<file path="src/logic/pwr_regs.vh">
// Purpose: constants for the pwm resolution and period logic
// Assumes: 20 MHz core clock
// Notes: definitions only
`ifndef PWR_REGS_VH
`define PWR_REGS_VH
`define PWR_PER_W 8
`define PWR_DUTY_W 10
`define PWR_PRE_W 2
`define PWR_PRE_DIV1 2'h0
`define PWR_PRE_DIV4 2'h1
`define PWR_PRE_DIV16 2'h2
`define PWR_PER_RST 8'hFF
`define PWR_DUTY_RST 10'h000
`define PWR_RES_W 4
`define PWR_RES_MAX 4'hA
`define PWR_RES_MIN 4'h2
`endif

</file>
<file path="src/logic/pwr_prescaler.v">
// Purpose: timer prescaler producing a count enable
// Assumes: sel is stable within the core clock domain
// Notes: divide by 1, 4 or 16
`timescale 1ns/10ps
`include "pwr_regs.vh"
module pwr_prescaler (
    // clock and reset
    input wire core_clk,
    input wire rstn,
    // control
    input wire [`PWR_PRE_W-1:0] sel,
    input wire restart,
    // tick out
    output wire tick
);
    reg [3:0] cnt_r;
    reg [3:0] cnt_nxt;
    reg [3:0] last;
    always @* begin
        case (sel)
            `PWR_PRE_DIV1: last = 4'h0;
            `PWR_PRE_DIV4: last = 4'h3;
            `PWR_PRE_DIV16: last = 4'hF;
            default: last = 4'hF; // reserved code acts as 16
        endcase
    end
    assign tick = (cnt_r >= last);
    always @* begin
        if (restart || tick) begin
            cnt_nxt = 4'h0;
        end else begin
            cnt_nxt = cnt_r + 4'h1;
        end
    end
    always @(posedge core_clk or negedge rstn) begin
        if (!rstn) begin
            cnt_r <= 4'h0;
        end else begin
            cnt_r <= cnt_nxt;
        end
    end
endmodule // pwr_prescaler

</file>
<file path="src/logic/pwr_pwm.v">
// Purpose: pwm generator with period, duty and resolution reporting
// Assumes: control inputs come from same-clock logic
// Notes: 10-bit duty; timer extended by two low bits per period step
//
// Operation
// - Duty has four times (period value plus one) steps: 1024 at period 255, 256 at period 63.
// - Resolution in bits is log2 of four times (period value plus one).
// - Full 10-bit resolution only at period value 255, less below.
// - A duty above the period leaves the pwm pin unchanged.
// - The pacing timer has a prescaler of 1, 4 or 16.
`timescale 1ns/10ps
`include "pwr_regs.vh"
module pwr_pwm (
    // clock and reset
    input wire core_clk,
    input wire rstn,
    // control
    input wire enable,
    input wire [`PWR_PRE_W-1:0] prescale_sel,
    input wire [`PWR_PER_W-1:0] pwm_period_register,
    input wire [`PWR_DUTY_W-1:0] duty,
    // outputs
    output reg pwm_out_r,
    output reg period_start_r,
    output reg [`PWR_RES_W-1:0] resolution_r
);
    reg [`PWR_DUTY_W-1:0] cnt_r;
    reg [`PWR_DUTY_W-1:0] cnt_nxt;
    reg [`PWR_DUTY_W-1:0] duty_r;
    reg pwm_nxt;
    wire tick;
    wire [`PWR_DUTY_W-1:0] top;
    wire wrap;
    wire duty_ok;

    // integer bits of log2(4*(p+1)); fractional part is dropped
    function [`PWR_RES_W-1:0] res_bits;
        input [`PWR_PER_W-1:0] p;
        reg [8:0] q;
        integer i;
        begin
            q = {1'b0, p} + 9'h001;
            res_bits = `PWR_RES_MIN;
            for (i = 1; i < 9; i = i + 1) begin
                if (q[i]) begin
                    res_bits = i[`PWR_RES_W-1:0] + `PWR_RES_MIN;
                end
            end
        end
    endfunction

    pwr_prescaler u_pre (
        .core_clk(core_clk),
        .rstn(rstn),
        .sel(prescale_sel),
        .restart(!enable),
        .tick(tick)
    );

    // 10-bit count: prescaled clock extended by 2 bits, 1024 steps max
    assign top = {pwm_period_register, 2'h3};
    assign wrap = tick && (cnt_r == top);
    // live duty compared against full period span at the wrap
    assign duty_ok = (duty <= top);

    always @* begin
        cnt_nxt = cnt_r;
        if (!enable) begin
            cnt_nxt = {`PWR_DUTY_W{1'b0}};
        end else if (wrap || cnt_r > top) begin
            cnt_nxt = {`PWR_DUTY_W{1'b0}};
        end else if (tick) begin
            cnt_nxt = cnt_r + 10'h001;
        end
    end

    always @* begin
        pwm_nxt = pwm_out_r;
        if (!enable) begin
            pwm_nxt = 1'b0;
        end else if (wrap) begin
            // duty out of range: keep the pin as it is
            if (duty_ok) begin
                pwm_nxt = (duty != 10'h000);
            end
        end else if (tick && cnt_nxt == duty_r && duty_ok) begin
            pwm_nxt = 1'b0;
        end
    end

    always @(posedge core_clk or negedge rstn) begin
        if (!rstn) begin
            cnt_r <= `PWR_DUTY_RST;
            duty_r <= `PWR_DUTY_RST;
            pwm_out_r <= 1'b0;
            period_start_r <= 1'b0;
            resolution_r <= `PWR_RES_MAX;
        end else begin
            cnt_r <= cnt_nxt;
            // duty taken at period start, or while disabled, to avoid glitches
            if (wrap || !enable) begin
                duty_r <= duty;
            end
            pwm_out_r <= pwm_nxt;
            period_start_r <= enable && wrap;
            resolution_r <= res_bits(pwm_period_register);
        end
    end
endmodule // pwr_pwm

</file>
<file path="config.mk">
export PLATFORM = sky130hd
export DESIGN_NAME = pwr_pwm
export DESIGN_NICKNAME = d
export VERILOG_FILES = /design/src/logic/pwr_prescaler.v /design/src/logic/pwr_pwm.v
export VERILOG_INCLUDE_DIRS = /design/src /design/src/logic
export SDC_FILE = /design/constraint.sdc
export NUM_CORES = 1
export LEC_CHECK = 0
export BUFFER_PORTS_ARGS = -buffer_cell sky130_fd_sc_hd__buf_4
export CORE_ASPECT_RATIO = 1.1
export CORE_MARGIN = 2
export CORE_UTILIZATION = 50
export DETAILED_ROUTE_END_ITERATION = 10
export GPL_TIMING_DRIVEN = 0
export PLACE_DENSITY = 0.72
export SETUP_SLACK_MARGIN = 0.1
export SYNTH_ARGS = -nofsm -noshare
export SYNTH_HDL_FRONTEND = slang
export SYNTH_SLANG_ARGS = --single-unit
</file>
<file path="constraint.sdc">
create_clock -name core_clk -period 2.9 [get_ports core_clk]
set_clock_uncertainty 0.05 [all_clocks]
set_input_delay 0.435 -clock core_clk [delete_from_list [all_inputs] [get_ports core_clk]]
set_output_delay 0.435 -clock core_clk [all_outputs]
set_load 0.01 [all_outputs]
</file>
* Word-level counts from Yosys, hierarchy flattened
Index checks and enable logic that the tools add are counted.
** Cells by class
- Muxes and demuxes :: 17
- Reduce and logical (&&, ||, !) cells :: 11
- Add/sub/neg operators :: 3
- Order comparisons :: 3
- Eq/ne operators :: 5
** Operators with widths (count)
- 2-to-1 mux 4 bit :: 8
- 2-to-1 mux 10 bit :: 3
- == test 10 bit :: 2
- adder 10 x 1 -> 10 bit (second input constant) :: 1
- greater-than comparator 10 bit :: 1
- less-or-equal comparator 10 bit :: 1
- nonzero test 10 bit :: 1
- adder 8 x 1 -> 9 bit (second input constant) :: 1
- case mux 4 bit (2 select lines) :: 1
- 2-to-1 mux 1 bit :: 5
- adder 4 x 1 -> 4 bit (second input constant) :: 1
- greater-or-equal comparator 4 bit :: 1
- logical AND 1 bit :: 4
- logical OR 1 bit :: 3
- != test 3 x 1 -> 1 bit (second input constant) :: 1
- != test 3 x 2 -> 1 bit (second input constant) :: 1
- == test 2 x 1 -> 1 bit (second input constant) :: 1
- logical NOT 2 bit :: 1
- AND reduction 2 bit :: 1
- logical NOT 1 bit :: 1
** Storage, ports and cells
- Output and inout port bits :: 6
- Logic and storage cells :: 45
- Register bits :: 30

* Longest topological paths before layout
- Depth in word-level cells :: 13
- Depth in mapped cells :: 11

* By module
A second synthesis with hierarchy kept.
** Second synthesis, totals
- Cells, all modules :: 250
- Area total of the unflattened synthesis :: 2293.4 um^2
** Modules (own cells, without submodules)
- pwr_pwm :: instances 1, cells each 223, area each 2030.7 um^2
- pwr_prescaler :: instances 1, cells each 27, area each 262.8 um^2

* Worst setup path before layout
OpenSTA, ideal clock, no wires.
- Path type :: input to register
- Start :: input port prescale_sel[1]
- End :: register pwm_out_r
- Setup slack :: 143 ps
- Stages on the path :: 9
- Arrival time :: 2572 ps
- Path buffers :: 0
- Required time :: 2715 ps
- Library setup time :: 135 ps
- Path through :: or2_2 -> ha_1 -> nand2b_4 -> a2111oi_4 -> nor2_2 -> o22a_4 -> nor4_2 -> o221a_1 -> a31oi_1
** On the way
- Word-level cells in the longest chain between the ends :: 12
- Elaborated cells between the ends (all ways) :: 17
- Classes of those cells :: 1 x order compare; 4 x eq/ne; 6 x mux; 6 x reduce/logical
** Ends and longest elaborated chain
- start: declaration :: line pwr_pwm.v:19 : input wire [`PWR_PRE_W-1:0] prescale_sel,
- == test 2 x 1 -> 1 bit or logical NOT 2 bit (tied branches) :: line pwr_prescaler.v:20 : case (sel)
- case mux 4 bit (2 select lines) * :: line pwr_prescaler.v:20
- greater-or-equal comparator 4 bit * :: line pwr_prescaler.v:27 : assign tick = (cnt_r >= last);
- logical AND 1 bit :: line pwr_pwm.v:62 : assign wrap = tick && (cnt_r == top);
- logical OR 1 bit :: line pwr_pwm.v:70 : end else if (wrap || cnt_r > top) begin
- 2-to-1 mux 10 bit :: line pwr_pwm.v:70
- 2-to-1 mux 10 bit :: line pwr_pwm.v:68 : if (!enable) begin
- == test 10 bit :: line pwr_pwm.v:86 : end else if (tick && cnt_nxt == duty_r && duty_ok) begin
- logical AND 1 bit (2 in series) :: line pwr_pwm.v:86
- != test 3 x 1 -> 1 bit (no source line)
- AND reduction 2 bit (no source line)
- end signal: assignment :: line pwr_pwm.v:104 : pwm_out_r <= pwm_nxt;
- end: declaration :: line pwr_pwm.v:23 : output reg pwm_out_r,
Every way passes the cells marked *; elsewhere a longest branch is shown, timed or not.
A chain may end at the register's enable or synchronous reset.

* Worst setup path after layout
Ends and elaborated chain as after synthesis.

==> impl_metrics.yaml <==
status:
  status: "complete, no violations"
logic_synthesis:
  synthArstFlopShare: 1.000
  yosys.area_share.simple: 0.2277
  syn_nets: 309
  yosys.area_share.adder: 0.1215
  synthCells: 263
  synth-edff-count: 0
  syn_avg_cell_area_um2: 9.006
  synth_top_family_by_area: "simple AND/OR/NAND/NOR gates"
  ys_ff_latch: 30
  yosysSeqAreaShare: 0.3180
  synth_warnings: 0
  synthXorXnorAreaFrac: 0.05547
  synth.distinct_cells: 57
  muxShareOfSynthArea: 0.03803
  synth_area_um2: 2369
  synth-compound-area-share: 0.1928
  synthFlopType: "dfrtp_1"
timing:
  slew_violations: 0
  period_minus_slack_ps: 2678
  hold_viol: 0
  worstMarginPinSlew_ps: 528.7
  fin_crit_sh: 0.9233
  hold-worst-slack_ps: 15.36
  setup_tns_ps: 0
  grt_setup_unrepaired: "false"
  fmax_mhz: 373.5
  setup_viol: 0
  max-slew-margin-rel: 0.6462
global_route:
  grt_pass1_vias: 2013
  grt_remaining_overflow: 0
  grt_max_degree: 31
  antenna_found_initial: 0
  grt.total_usage: 0.2231
  grt_first_pass_wirelength_um: 9528
clock_tree:
  cts.path.max_buffers: 2
  cts_tree: "built"
  ctsRootBufferMaster: "clkbuf_8"
  cts_sinks: 30
  cts_buffers: 5
  clkSlewWorstSetupHoldPaths_ps: 70
  htreeDepth: 2
  clk_latency_ps: 290
setup_path:
  path_cells: "buf_4 -> or2_2 -> ha_1 -> nand2b_4 -> a2111oi_4 -> buf_4 -> buf_4 -> nor4b_1 -> xnor2_1 -> o22ai_1 -> o21bai_1 -> and4_1 -> a31oi_1"
  cp_slowest_stage_delay_ps: 370
  crit_arrival_ps: 2790
  endpoint_kind: "flop"
  worstSetupPathType: "primary input to flop"
  startpoint_type: "primary input"
  path_common_cell: "buf_4"
  crit_slowest_cell: "nor4b_1"
  crit_fanout: 6
  required_ps: 3010
floorplanning:
  die_w_um: 69.63
  fp.coreArea_um2: 4619
  dieHeight_um: 76.19
  io_pins: 29
  die_area_um2: 5304
  start_util: 0.5127
  row_count: 26
pwr:
  power_mw: 1.167
  p_leak_nw: 1.266
  ir_worst_vdd_mv: 0.2569
  power.density_nw_per_um2: 416.9
cells_and_area:
  fin_nets: 346
  fillers: 436
  final_cell_mix: "buf_4, dfrtp_1, ha_1"
  antenna-diode-count: 0
  instances_no_fill: 357
  final_common_cell: "buf_4"
  layout-drive-gt1-share: 0.2193
  syn_to_final_growth_pct: 18.23
run:
  cap_violations: 0
drt:
  ant_nets: 0
  drt-pass1-iter-count: 4
  viasPerCell: 6.011
  avgRoutedWirePerCell_um: 15.60
  num_vias: 2146
  first_iter_violations: 162
  drt-total-wl_um: 5569
  drc: 0
place:
  io_buffer_count: 27
  dp.cells: 346
  hpwl_um: 4383
  gp_congestion: 0.8971
hold_path:
  min_path_type: "primary input to asynchronous set/reset pin"
[power by group]
group / leakage, nW / internal, mW / switching [mW]
logic: 0.832 / 0.128 / 0.145
clock network: 0.0504 / 0.255 / 0.173
registers: 0.384 / 0.444 / 0.0231
[timing repair]
| item | CTS | global route |
|---|---|---|
| setup buffers | 2 | 1 |
| endpoints found under the setup margin | 1 | 1 |
| pin swaps | 1 | 2 |
| gates cloned | 0 | 0 |
| resized for setup | 0 | 4 |
| hold endpoints to repair | 0 | 0 |
| hold buffers | 0 | 0 |
[Yosys cell counts (2+ instances only)]
library cell  instances  area, µm²
clkbuf_1              4      15.01
a21oi_1              15      75.07
nor4b_1               3      26.28
o22ai_1               2      12.51
o21ai_0               9      45.04
nor2_2                2      12.51
nor2_1               18      67.56
inv_1                16      60.06
nor4_1                7      43.79
a22oi_1               2      15.01
nand3b_1              2      15.01
a31oi_1               3      18.77
and3_1                6      37.54
nand3_1              14      70.07
and4_1                2      17.52
a211oi_1              2      15.01
ha_1                 23      287.8
o21bai_1              4      30.03
xor2_1                5      43.79
dfrtp_1              28      700.7
a21o_1                4      30.03
o32ai_1               2      17.52
dfstp_2               2      52.55
o211ai_1              3      22.52
nor2b_1               3      18.77
xnor2_1              10      87.58
buf_6                 2      22.52
nand2_1              21      78.83
mux2_2                8      90.09
or2_2                 2      12.51
nor3_1                7      35.03
nand4_1               5      31.28
a32oi_1               3      26.28
[kinds of logic after synthesis]
logic type / after synthesis
and+or+nand+nor: 100
AOI/OAI and AO/OA: 63
DFF: 30
buffers and inverters: 24
adders and majority gates: 23
xor gates and xnor gates: 15
muxes: 8
[worst max-delay path, delay by kind of cell]
| kind | cells | cell delay, ps |
|---|---|---|
| buf+inv | 3 | 420 |
| simple gates | 4 | 1000 |
| compound gates | 4 | 440 |
| xor+xnor | 1 | 230 |
| fa+ha+maj | 1 | 280 |
[registers in the layout, summed over array words and instances, names as in the netlist]
register	cells
cnt_r	10
duty_r	10
period_start_r	1
pwm_out_r	1
resolution_r	4
u_pre.cnt_r	4
[path summary, 6_finish.rpt]
check | start | to | slack [ps] | cells past startpoint
worst max-delay path | prescale_sel[1] | pwm_out_r$_DFFE_PN0P_ | 220 | 13
worst min-delay path | rstn | u_pre.cnt_r[1]$_DFF_PN0_ | 20 | 1
worst max register to register | u_pre.cnt_r[2]$_DFF_PN0_ | pwm_out_r$_DFFE_PN0P_ | 300 | 8
worst min register to register | u_pre.cnt_r[0]$_DFF_PN0_ | u_pre.cnt_r[0]$_DFF_PN0_ | 440 | 1
max in group asynchronous | rstn | resolution_r[3]$_DFF_PN1_ | 2470 | 1
min in group core_clk | duty[2] | duty_r[2]$_DFFE_PN0N_ | 350 | 3
[per-stage QoR]
step	instance area (µm²)	util	worst slack [ps]
2_1_floorplan	2369	-	142.9
3_3_place_gp	2641	0.5718	-240.8
3_5_place_dp	2641	0.5718	-277.2
4_1_cts	2770	0.5997	161.4
5_1_grt	2800	0.6062	102.4
6_report	2800	0.6062	222.3
[routing by layer]
layer	up-vias	GRT usage	wire length [µm]
li1	1058	-	-
met1	1007	0.2907	2449
met2	70	0.3798	2710
met3	11	0.03836	321
met4	0	0.06731	88
met5	-	0	0
[layout make-up]
type,instances,area [µm²],area share
Sequential cell,30,753.2,0.2690
Inverter,16,60.06,0.02145
Multi-Input combinational cell,209,1528,0.5456
Timing Repair Buffer,30,225.2,0.08043
Buffer,8,50.05,0.01787
Clock buffer,5,68.82,0.02458
Tap cell,56,70.07,0.02502
Clock inverter,3,45.04,0.01609
Power figures use the tool's default switching activity.
